--- src/logic/tcs_pkg.sv ---
// shared constants, types and range table for the thermocouple status block
// assumes an AHB-Lite fabric and a converter front end on the same clock
package tcs_pkg;

    // ==================== register map ====================
    localparam logic [7:0] STATUS_OFS = 8'h00;
    localparam logic [7:0] CONFIG_OFS = 8'h04;
    localparam logic [7:0] RANGE_OFS = 8'h08;
    localparam logic [7:0] RAW_OFS = 8'h20;
    localparam int NCH = 8;

    // ==================== field layout ====================
    localparam int ST_SELFTEST = 0;
    localparam int ST_NOPWR = 1;
    localparam int ST_DNV = 2;
    localparam int CFG_CNT_LSB = 0;
    localparam int CFG_FAHR = 4;
    localparam int CFG_BO_LSB = 8;
    localparam int CFG_RES16 = 12;
    localparam logic [31:0] CFG_RESET = 32'h0000_0107;
    localparam logic [31:0] RANGE_RESET = 32'h0000_0000;
    localparam int SYNC_STAGES = 2;

    // ==================== conversion constants ====================
    localparam logic signed [21:0] F_MUL = 22'sh000009;
    localparam logic signed [21:0] F_DIV = 22'sh000005;
    localparam logic signed [21:0] F_OFS = 22'sh000140;
    localparam logic [15:0] WORD_SMIN = 16'h8000;
    localparam logic [15:0] WORD_SMAX = 16'h7FFF;
    localparam logic [15:0] WORD_UMIN = 16'h0000;
    localparam logic [15:0] WORD_UMAX = 16'hFFFF;

    typedef enum logic [1:0] {
        TCS_BO_LOW = 2'h0,
        TCS_BO_HIGH = 2'h1,
        TCS_BO_OFF = 2'h2
    } tcs_bo_t;

    typedef enum logic [3:0] {
        TCS_TC_J = 4'h0, TCS_TC_E = 4'h1, TCS_TC_K = 4'h2, TCS_TC_R = 4'h3,
        TCS_TC_S = 4'h4, TCS_TC_T = 4'h5, TCS_TC_B = 4'h6, TCS_TC_N = 4'h7,
        TCS_TC_C = 4'h8, TCS_U39 = 4'h9, TCS_B39 = 4'hA, TCS_B78 = 4'hB,
        TCS_U156 = 4'hC, TCS_B156 = 4'hD, TCS_U1250 = 4'hE
    } tcs_range_t;

    typedef struct packed {
        logic [2:0] chan;
        logic signed [17:0] code;
    } tcs_sample_t;

    typedef struct packed {
        logic res16;
        logic fahr;
        logic [1:0] bo_mode;
        logic [2:0] last_chan;
    } tcs_cfg_t;

    // limits in tenths of a degree C, or in counts for voltage spans
    function automatic logic signed [35:0] tcs_limits(input logic [3:0] r);
        unique case (r)
            TCS_TC_J: tcs_limits = {-18'sd1900, 18'sd7600};
            TCS_TC_E: tcs_limits = {-18'sd2100, 18'sd10000};
            TCS_TC_K: tcs_limits = {-18'sd1500, 18'sd13720};
            TCS_TC_R, TCS_TC_S, TCS_TC_C: tcs_limits = {18'sd650, (r == TCS_TC_C) ? 18'sd23200 : 18'sd17680};
            TCS_TC_T: tcs_limits = {-18'sd2300, 18'sd4000};
            TCS_TC_B: tcs_limits = {18'sd5290, 18'sd18200};
            TCS_TC_N: tcs_limits = {-18'sd700, 18'sd13000};
            TCS_B39, TCS_B78, TCS_B156: tcs_limits = {-18'sd32768, 18'sd32767};
            default: tcs_limits = {18'sd0, 18'sd65535};
        endcase
    endfunction

endpackage

--- src/logic/tcs_fmt.sv ---
// turns one converted sample into the channel input word and its flags
// purely combinational; the caller registers the results
`timescale 1ns/100ps
module tcs_fmt (
    input wire logic signed [17:0] code, // tenths of deg C or counts
    input wire logic [3:0] range, // channel range code
    input wire tcs_pkg::tcs_cfg_t cfg, // global settings
    input wire logic open, // sensor loop broken
    output logic [15:0] word, // raw_input_word value
    output logic oor, // outside selected range
    output logic bo_flag // burn-out reported
);
    logic signed [17:0] lo;
    logic signed [17:0] hi;
    logic signed [17:0] cc;
    logic signed [21:0] fv;
    logic is_temp;
    logic is_uni;

    always_comb
    begin
        {lo, hi} = tcs_pkg::tcs_limits(range);
        is_temp = range <= tcs_pkg::TCS_TC_C;
        is_uni = range == tcs_pkg::TCS_U39 || range == tcs_pkg::TCS_U156 || range == tcs_pkg::TCS_U1250;
        oor = code < lo || code > hi;
        cc = (code < lo) ? lo : ((code > hi) ? hi : code);
        fv = {{4{cc[17]}}, cc};
        if (is_temp && cfg.fahr)
            fv = fv * tcs_pkg::F_MUL / tcs_pkg::F_DIV + tcs_pkg::F_OFS;
        // temperatures stay in tenths of a degree throughout
        word = fv[15:0];
        if (is_uni && !cfg.res16)
            word = cc[16:1];
        bo_flag = open && cfg.bo_mode != tcs_pkg::TCS_BO_OFF;
        if (bo_flag)
        begin
            if (cfg.bo_mode == tcs_pkg::TCS_BO_LOW)
                word = is_uni ? tcs_pkg::WORD_UMIN : tcs_pkg::WORD_SMIN;
            else
                word = is_uni ? (cfg.res16 ? tcs_pkg::WORD_UMAX : tcs_pkg::WORD_SMAX) : tcs_pkg::WORD_SMAX;
        end
    end
endmodule // tcs_fmt

--- src/logic/tcs_sync.sv ---
// two-stage level synchroniser for pins arriving from outside hclk
// assumes each bit is a slow level; no bus coherence between bits
`timescale 1ns/100ps
module tcs_sync #(
    parameter int W = 1,
    parameter logic [W-1:0] RST = '0
) (
    input wire logic hclk, // bus clock
    input wire logic hresetn, // async reset, active low
    input wire logic [W-1:0] d, // raw pin levels
    output logic [W-1:0] q // synchronised levels
);
    logic [W-1:0] meta_reg;

    always_ff @(posedge hclk or negedge hresetn)
    begin
        if (!hresetn)
        begin
            meta_reg <= RST;
            q <= RST;
        end
        else
        begin
            meta_reg <= d;
            q <= meta_reg;
        end
    end
endmodule // tcs_sync

--- src/logic/tcs_top.sv ---
// status area, settings and input words of the eight-channel thermocouple input
// assumes an AHB-Lite master on hclk and a converter front end on the same clock
`timescale 1ns/100ps
module tcs_top (
    input wire logic hclk, // bus clock, 100 MHz
    input wire logic hresetn, // async reset, active low
    input wire logic hsel, // slave select
    input wire logic [31:0] haddr, // byte address
    input wire logic [1:0] htrans, // transfer type
    input wire logic hwrite, // write when high
    input wire logic [2:0] hsize, // only words used
    input wire logic [31:0] hwdata, // write data
    input wire logic hready, // bus ready in
    output logic hreadyout, // slave ready
    output logic hresp, // always okay
    output logic [31:0] hrdata, // read data
    input wire logic sample_valid, // one-cycle sample strobe
    input wire tcs_pkg::tcs_sample_t sample, // channel and converted code
    input wire logic [7:0] sensor_open_pin, // per-channel open loop pins
    input wire logic field_power_ok_pin, // external field supply present
    input wire logic self_test_fail_pin, // internal self-test failed
    output tcs_pkg::tcs_cfg_t cfg_o, // settings to the front end
    output logic [31:0] range_o // four-bit range per channel
);
    localparam int NCH = tcs_pkg::NCH;

    // ==================== pin synchronisers ====================
    logic [9:0] pins_sync;

    // power-good idles high; a low reset value would flag missing supply after reset
    tcs_sync #(.W(10), .RST(10'h100)) u_sync (
        .hclk(hclk),
        .hresetn(hresetn),
        .d({self_test_fail_pin, field_power_ok_pin, sensor_open_pin}),
        .q(pins_sync)
    );

    // ==================== bus slave ====================
    logic ahb_go;
    logic wr_q;
    logic rd_q;
    logic [7:0] addr_q;
    logic [31:0] hrdata_reg;
    logic [31:0] cfg_reg;
    logic [31:0] range_reg;
    logic configured_reg;
    logic wr_cfg;
    logic wr_range;

    assign ahb_go = hsel && htrans[1] && hready;
    // reads take one wait state so that a write just before lands first
    assign hreadyout = !rd_q;
    assign hresp = 1'b0;
    assign hrdata = hrdata_reg;
    assign wr_cfg = wr_q && addr_q == tcs_pkg::CONFIG_OFS;
    assign wr_range = wr_q && addr_q == tcs_pkg::RANGE_OFS;

    always_ff @(posedge hclk or negedge hresetn)
    begin
        if (!hresetn)
        begin
            wr_q <= 1'b0;
            rd_q <= 1'b0;
            addr_q <= 8'h00;
        end
        else if (rd_q)
            rd_q <= 1'b0;
        else
        begin
            wr_q <= ahb_go && hwrite;
            rd_q <= ahb_go && !hwrite;
            if (ahb_go)
                addr_q <= {haddr[7:2], 2'b00};
        end
    end

    // ==================== settings ====================
    always_ff @(posedge hclk or negedge hresetn)
    begin
        if (!hresetn)
            cfg_reg <= tcs_pkg::CFG_RESET;
        else if (wr_cfg)
            cfg_reg <= hwdata;
    end

    always_ff @(posedge hclk or negedge hresetn)
    begin
        if (!hresetn)
            range_reg <= tcs_pkg::RANGE_RESET;
        else if (wr_range)
            range_reg <= hwdata;
    end

    // a range change is only trusted once settings are committed again
    always_ff @(posedge hclk or negedge hresetn)
    begin
        if (!hresetn)
            configured_reg <= 1'b0;
        else if (wr_cfg)
            configured_reg <= 1'b1;
        else if (wr_range)
            configured_reg <= 1'b0;
    end

    assign cfg_o = '{
        res16: cfg_reg[tcs_pkg::CFG_RES16],
        fahr: cfg_reg[tcs_pkg::CFG_FAHR],
        bo_mode: cfg_reg[tcs_pkg::CFG_BO_LSB +: 2],
        last_chan: cfg_reg[tcs_pkg::CFG_CNT_LSB +: 3]
    };
    assign range_o = range_reg;

    // ==================== sample formatting ====================
    logic acc;
    logic [15:0] fmt_word;
    logic fmt_oor;
    logic fmt_bo;
    logic [3:0] cur_range;

    // channels past the count are not converted; stray samples are dropped
    assign acc = sample_valid && sample.chan <= cfg_o.last_chan;
    assign cur_range = range_reg[{sample.chan, 2'b00} +: 4];

    tcs_fmt u_fmt (
        .code(sample.code),
        .range(cur_range),
        .cfg(cfg_o),
        .open(pins_sync[sample.chan]),
        .word(fmt_word),
        .oor(fmt_oor),
        .bo_flag(fmt_bo)
    );

    // ==================== channel flags and words ====================
    logic [7:0] oor_reg;
    logic [7:0] bo_reg;
    logic [15:0] raw_reg [NCH];

    for (genvar i = 0; i < NCH; i++)
    begin : g_ch
        always_ff @(posedge hclk or negedge hresetn)
        begin
            if (!hresetn)
            begin
                oor_reg[i] <= 1'b0;
                bo_reg[i] <= 1'b0;
                raw_reg[i] <= 16'h0000;
            end
            else if (3'(i) > cfg_o.last_chan)
            begin
                oor_reg[i] <= 1'b0;
                bo_reg[i] <= 1'b0;
            end
            else if (acc && sample.chan == 3'(i))
            begin
                oor_reg[i] <= fmt_oor;
                bo_reg[i] <= fmt_bo;
                raw_reg[i] <= fmt_word;
            end
        end
    end

    // ==================== module status ====================
    logic stf_reg;
    logic nopwr_reg;
    logic [23:0] status;

    always_ff @(posedge hclk or negedge hresetn)
    begin
        if (!hresetn)
        begin
            stf_reg <= 1'b0;
            nopwr_reg <= 1'b0;
        end
        else
        begin
            stf_reg <= pins_sync[9];
            nopwr_reg <= !pins_sync[8];
        end
    end

    assign status = {bo_reg, oor_reg, 5'h00, !configured_reg, nopwr_reg, stf_reg};

    // ==================== read data ====================
    function automatic logic [31:0] rd_val(input logic [7:0] a);
        rd_val = 32'h0000_0000;
        if (a == tcs_pkg::STATUS_OFS)
            rd_val = {8'h00, status};
        else if (a == tcs_pkg::CONFIG_OFS)
            rd_val = cfg_reg;
        else if (a == tcs_pkg::RANGE_OFS)
            rd_val = range_reg;
        else if (a[7:5] == tcs_pkg::RAW_OFS[7:5])
            rd_val = {16'h0000, raw_reg[a[4:2]]};
    endfunction

    always_ff @(posedge hclk or negedge hresetn)
    begin
        if (!hresetn)
            hrdata_reg <= 32'h0000_0000;
        else if (rd_q)
            hrdata_reg <= rd_val(addr_q);
    end

    // ==================== checks ====================
    logic rd_status_q;

    always_ff @(posedge hclk or negedge hresetn)
    begin
        if (!hresetn)
            rd_status_q <= 1'b0;
        else
            rd_status_q <= rd_q && addr_q == tcs_pkg::STATUS_OFS;
    end

    status_top_a: assert property (@(posedge hclk) disable iff (!hresetn)
        rd_status_q |-> hrdata[31:24] == 8'h00 && hrdata[7:3] == 5'h00)
        else $error("status area wider than 24 bits");

    dnv_set_a: assert property (@(posedge hclk) disable iff (!hresetn)
        wr_range && !wr_cfg |=> status[tcs_pkg::ST_DNV] ##1 (status[tcs_pkg::ST_DNV] || $past(wr_cfg)))
        else $error("data not valid not raised after range change");

    dnv_clear_a: assert property (@(posedge hclk) disable iff (!hresetn)
        wr_cfg |=> !status[tcs_pkg::ST_DNV])
        else $error("data not valid not cleared by commit");

    no_power_a: assert property (@(posedge hclk) disable iff (!hresetn)
        !field_power_ok_pin [*4] |-> status[tcs_pkg::ST_NOPWR])
        else $error("missing supply flag not set");

    self_test_a: assert property (@(posedge hclk) disable iff (!hresetn)
        self_test_fail_pin [*4] |-> status[tcs_pkg::ST_SELFTEST])
        else $error("self-test flag not set");

    range_flag_a: assert property (@(posedge hclk) disable iff (!hresetn)
        acc && fmt_oor |=> oor_reg[$past(sample.chan)])
        else $error("out of range flag missed");

    bo_off_a: assert property (@(posedge hclk) disable iff (!hresetn)
        acc && cfg_o.bo_mode == tcs_pkg::TCS_BO_OFF |=> !bo_reg[$past(sample.chan)])
        else $error("burn-out flagged while detection off");

    bo_high_a: assert property (@(posedge hclk) disable iff (!hresetn)
        acc && fmt_bo && cfg_o.bo_mode == tcs_pkg::TCS_BO_HIGH
        |=> raw_reg[$past(sample.chan)][14:0] == 15'h7FFF)
        else $error("burn-out high word wrong");

    skip_chan_a: assert property (@(posedge hclk) disable iff (!hresetn)
        sample_valid && sample.chan > cfg_o.last_chan && !wr_cfg
        |=> raw_reg[$past(sample.chan)] == $past(raw_reg[sample.chan]))
        else $error("disabled channel word changed");

    res15_a: assert property (@(posedge hclk) disable iff (!hresetn)
        acc && !fmt_bo && !cfg_o.res16 && (cur_range == tcs_pkg::TCS_U39 || cur_range == tcs_pkg::TCS_U156)
        |=> raw_reg[$past(sample.chan)][15] == 1'b0)
        else $error("15-bit unipolar word exceeds 32767");

    read_wait_a: assert property (@(posedge hclk) disable iff (!hresetn)
        ahb_go && !hwrite |=> !hreadyout ##1 hreadyout)
        else $error("read wait state wrong");

    write_wait_a: assert property (@(posedge hclk) disable iff (!hresetn)
        ahb_go && hwrite |=> hreadyout)
        else $error("write wait state inserted");

    // ==================== flag and burn-out word checks ====================
    no_power_clr_a: assert property (@(posedge hclk) disable iff (!hresetn)
        field_power_ok_pin [*4] |-> !status[tcs_pkg::ST_NOPWR])
        else $error("missing supply flag stuck");

    self_test_clr_a: assert property (@(posedge hclk) disable iff (!hresetn)
        !self_test_fail_pin [*4] |-> !status[tcs_pkg::ST_SELFTEST])
        else $error("self-test flag stuck");

    range_clr_a: assert property (@(posedge hclk) disable iff (!hresetn)
        acc && !fmt_oor |=> !oor_reg[$past(sample.chan)])
        else $error("out of range flag not cleared");

    bo_set_a: assert property (@(posedge hclk) disable iff (!hresetn)
        acc && pins_sync[sample.chan] && cfg_o.bo_mode != tcs_pkg::TCS_BO_OFF |=> bo_reg[$past(sample.chan)])
        else $error("burn-out flag missed");

    bo_low_a: assert property (@(posedge hclk) disable iff (!hresetn)
        acc && fmt_bo && cfg_o.bo_mode == tcs_pkg::TCS_BO_LOW
        |=> raw_reg[$past(sample.chan)][14:0] == 15'h0000)
        else $error("burn-out low word wrong");

    // a flag of a channel no longer converted would otherwise go stale
    chan_off_a: assert property (@(posedge hclk) disable iff (!hresetn)
        1'b1 |=> ((oor_reg | bo_reg) >> (4'($past(cfg_o.last_chan)) + 4'h1)) == 8'h00)
        else $error("flag set on disabled channel");

    // ==================== word and status checks ====================
    word_load_a: assert property (@(posedge hclk) disable iff (!hresetn)
        acc |=> raw_reg[$past(sample.chan)] == $past(fmt_word))
        else $error("input word not refreshed");

    res16_word_a: assert property (@(posedge hclk) disable iff (!hresetn)
        acc && !fmt_bo && !fmt_oor && cfg_o.res16 && cur_range == tcs_pkg::TCS_U39
        |=> raw_reg[$past(sample.chan)] == $past(sample.code[15:0]))
        else $error("16-bit unipolar word wrong");

    bipolar_word_a: assert property (@(posedge hclk) disable iff (!hresetn)
        acc && !fmt_bo && !fmt_oor && cur_range == tcs_pkg::TCS_B39
        |=> raw_reg[$past(sample.chan)] == $past(sample.code[15:0]))
        else $error("bipolar word not 16 bits");

    status_map_a: assert property (@(posedge hclk) disable iff (!hresetn)
        rd_status_q |-> hrdata[23:0] == $past(status))
        else $error("status bytes misplaced");

    dnv_hold_a: assert property (@(posedge hclk) disable iff (!hresetn)
        !wr_cfg && !wr_range |=> $stable(status[tcs_pkg::ST_DNV]))
        else $error("data not valid changed without a write");

    open_cov_c: cover property (@(posedge hclk) disable iff (!hresetn) acc && fmt_bo);
    oor_cov_c: cover property (@(posedge hclk) disable iff (!hresetn) acc && fmt_oor);
    commit_cov_c: cover property (@(posedge hclk) disable iff (!hresetn) wr_range ##[1:20] wr_cfg);
    status_cov_c: cover property (@(posedge hclk) disable iff (!hresetn) rd_status_q);
    fahr_cov_c: cover property (@(posedge hclk) disable iff (!hresetn) acc && cfg_o.fahr);

endmodule // tcs_top

--- config.mk ---
export PLATFORM = sky130hd
export DESIGN_NAME = tcs_top
export DESIGN_NICKNAME = d
export VERILOG_FILES = /design/src/logic/tcs_pkg.sv /design/src/logic/tcs_fmt.sv /design/src/logic/tcs_sync.sv /design/src/logic/tcs_top.sv
export SDC_FILE = /design/constraint.sdc
export NUM_CORES = 1
export LEC_CHECK = 0
export ABC_AREA = 1
export BUFFER_PORTS_ARGS = -buffer_cell sky130_fd_sc_hd__clkbuf_2
export CAP_MARGIN = 20
export CELL_PAD_IN_SITES_DETAIL_PLACEMENT = 0
export CELL_PAD_IN_SITES_GLOBAL_PLACEMENT = 1
export CORE_MARGIN = 8
export CORE_UTILIZATION = 41
export CTS_BUF_LIST = sky130_fd_sc_hd__clkbuf_16
export DETAILED_ROUTE_END_ITERATION = 8
export PLACE_DENSITY_LB_ADDON = 0.1
export SLEW_MARGIN = 10
export SYNTH_ARGS = -nofsm -noshare
export SYNTH_HDL_FRONTEND = slang
export SYNTH_SLANG_ARGS = --single-unit
--- constraint.sdc ---
create_clock -name hclk -period 19.3 [get_ports hclk]
set_clock_uncertainty 0.2 [all_clocks]
set_input_delay 0.965 -clock hclk [delete_from_list [all_inputs] [get_ports hclk]]
set_output_delay 0.965 -clock hclk [all_outputs]
set_load 0.01 [all_outputs]
==> results.tsv <==
stage	metric	value	unit
setup_path	Crit path top cell by count	nand2_1	
sta	Fin Setup TNS	0	ps
global_routing	vias in the first global route	16748	
logic_synthesis	Synth Flop Type	dfrtp_1	
clocking	setup bufs post-CTS	0	
placed_design	IO Port Bufs	147	
floorplanning	# rows	78	
drt	DR vias	17005	
clocking	clk root buf	clkbuf_16	
clocking	H-tree levels	1	
setup_path	CP Capture Type	flip-flop	
global_routing	GRT Total Usage	22.51	%
logic_synthesis	ys async rst share	100.0	%
setup_path	crit-path max cell delay	390	ps
clocking	post-cts sizing count	0	
drt	routed len/inst	18.39	µm
layout	nets	2846	
clocking	CTS Hold Buffers Added	0	
floorplanning	area of the core	44890	µm²
sta	RSZ-0062 raised after global routing	false	
logic_synthesis	Seq cells post-synth	271	
worst_hold_path	hold depth	0	
logic_synthesis	Syn Std Cell Area	18490	µm²
drt	Initial DRC Count	1057	
drt	DRC	0	
floorplanning	die height	228.3	µm
clocking	clk sink count	271	
worst_hold_path	worst hold path startpoint	u_sync.meta_reg[0]	
placed_design	HPWL after detailed placement	43.97	mm
sta	Max Slew Vio Count	0	
sta	Tcrit/Tclk final	91.14	%
setup_path	r2r worst-path depth	144	
logic_synthesis	Synth Area in Compound Gates	13.46	%
sta	Setup-failing EPs final	0	
logic_synthesis	sequential-to-total area share from yosys stat	36.73	%
layout	# diodes	0	
layout	final cell count without fillers	3288	
sta	Worst slew margin	29.33	%
layout	Post-Route Utilization	45.96	%
clocking	clk_lat worst skew	560	ps
sta	final worst setup slack	1711	ps
logic_synthesis	Synth Area in Adders	5.049	%
run_status	status	finished clean	
global_routing	largest net degree at the start of global routing	99	
sta	Slew @ Worst Pin	1047	ps
drt	final WL	60.45	mm
clocking	CTS Buffer Depth	3	
setup_path	RR Endpoint	raw_reg[76]	
logic_synthesis	Synth area leaders	dfrtp_1 36%, nand2_1 18%, o21ai_0 5.0%, ha_1 4.9%, inv_1 4.7%	
floorplanning	top-level port count	179	
setup_path	critical path class	input pin to flip-flop	
placed_design	gpl congestion	0.9196	
logic_synthesis	post-synthesis mux area share	0.1828	%
logic_synthesis	Post-Synth Simple-Gate Area	33.83	%
placed_design	placed insts	3234	
setup_path	CP Launch Type	input pin	
logic_synthesis	largest family of logic cells by synthesized area	simple AND/OR/NAND/NOR gates	
layout	share of cells above drive strength 1	17.89	%
floorplanning	die width	228.3	µm
sta	Fin. Hold Viols	0	
logic_synthesis	share of the synthesized area in the top cell type	35.87	%
clocking	clock-pin slew on the worst setup and hold paths	60	ps
global_routing	grt ovf	0	
logic_synthesis	Synthesis Warnings	0	
worst_hold_path	Hold WC Path Type	flip-flop to flip-flop	
setup_path	worst path required time	19530	ps
drt	Via density	5.172	
job	Max-cap violations	0	
logic_synthesis	Cell variety after synth	69	
setup_path	Crit-path slowest cell	ha_1	
layout	Largest register FFs	128	
floorplanning	Starting Density	41.18	%
setup_path	Reg2Reg Launch Point	range_o[13]	
sta	fin crit period	17590	ps
layout	number of fill cells in the layout	4617	
floorplanning	DIE AREA	52140	µm²
global_routing	first-pass GRT wire length	94.94	mm
clocking	Num CTS Buffers	28	
logic_synthesis	Syn Inst Count	2547	
sta	Fmax	56.85	MHz
setup_path	Data arrival, critical path	17820	ps
drt	Pre-antenna DRT Iters	7	
logic_synthesis	Post-synth EDFFs	0	
logic_synthesis	Synth Area in XOR/XNOR	1.699	%
placed_design	Post-Place Setup Slack	747.6	ps
logic_synthesis	synth cell count leaders	870 x nand2_1, 265 x dfrtp_1, 232 x inv_1	
logic_synthesis	Mapped Nets	2727	
layout	Area Growth Syn to Fin	11.62	%
clocking	CTS tree	built	
logic_synthesis	most common cell in the netlist	nand2_1	
drt	Final ANT Viol Nets	0	
logic_synthesis	Yosys top cell by area	dfrtp_1	
setup_path	Worst Path Max Fanout	20	
global_routing	initial antenna violation count	1	
logic_synthesis	syn avg cell area	7.258	µm²
setup_path	flop2flop setup slack	2240	ps
worst_hold_path	Hold EP	u_sync.q[0]	
layer usage:
layer  vias to the layer above  part of all wire (%)  track usage, %
met5                         -                     0               0
met4                         0                   3.3           7.479
met3                        79                   4.2           2.135
met2                       395                    48           38.83
met1                      8036                    45           29.36
li1                       8495                     -               -
worst max path at each step:
| stage | start | to | slack (ps) |
|---|---|---|---|
| after floorplan | sample[18] | raw_reg[14] | 4350 |
| after global placement | sample[18] | raw_reg[90] | 1010 |
| after detailed placement | sample[18] | raw_reg[76] | 750 |
| after CTS | sample[18] | raw_reg[76] | 1290 |
| after global routing | sample[18] | raw_reg[106] | 50 |
| final | sample[18] | raw_reg[76] | 1710 |
cell usage in the layout (no fill, tap or decap), drive strengths merged, types with 36 or more instances in the layout:
cell and count:
nand2 1007, inv 275, dfrtp 265, o21ai 218, nand3 176, clkbuf 175
nor2 124, a21oi 97, ha 73, buf 36
worst max-delay path, delay by kind of cell:
family	cells	cell delay (ps)
compound gates	9	1430
xor+xnor	1	280
buf+inv	22	2150
fa+ha+maj	6	1680
simple gates	108	11280
area by class of cell:
type	instances	area (µm²)	area share, %
timing repair buffer	182	1028	4.985
sequential	271	6789	32.90
multi-input combinational	1903	10080	48.86
inverter	280	1077	5.221
clock inverter	23	180.2	0.8732
tap	600	750.7	3.638
clock buffer	29	725.7	3.517
per-stage QoR:
stage	hold slack, ps	area (µm²)
2_1_floorplan	131.2	18490
3_3_place_gp	137.3	19660
3_5_place_dp	134.7	19670
4_1_cts	147.3	20570
5_1_grt	156.6	20630
6_report	147.0	20630
kinds of logic after synthesis:
family                     after synthesis
AOI/OAI and AO/OA                      423
buffers and inverters                  373
muxes                                    3
other                                    1
and+or+nand+nor                       1367
DFF                                    271
adders and majority gates               74
xor gates and xnor gates                35
Power is not shown: default switching activity piles up to over one toggle a cycle in this logic, so the estimate is an artifact.
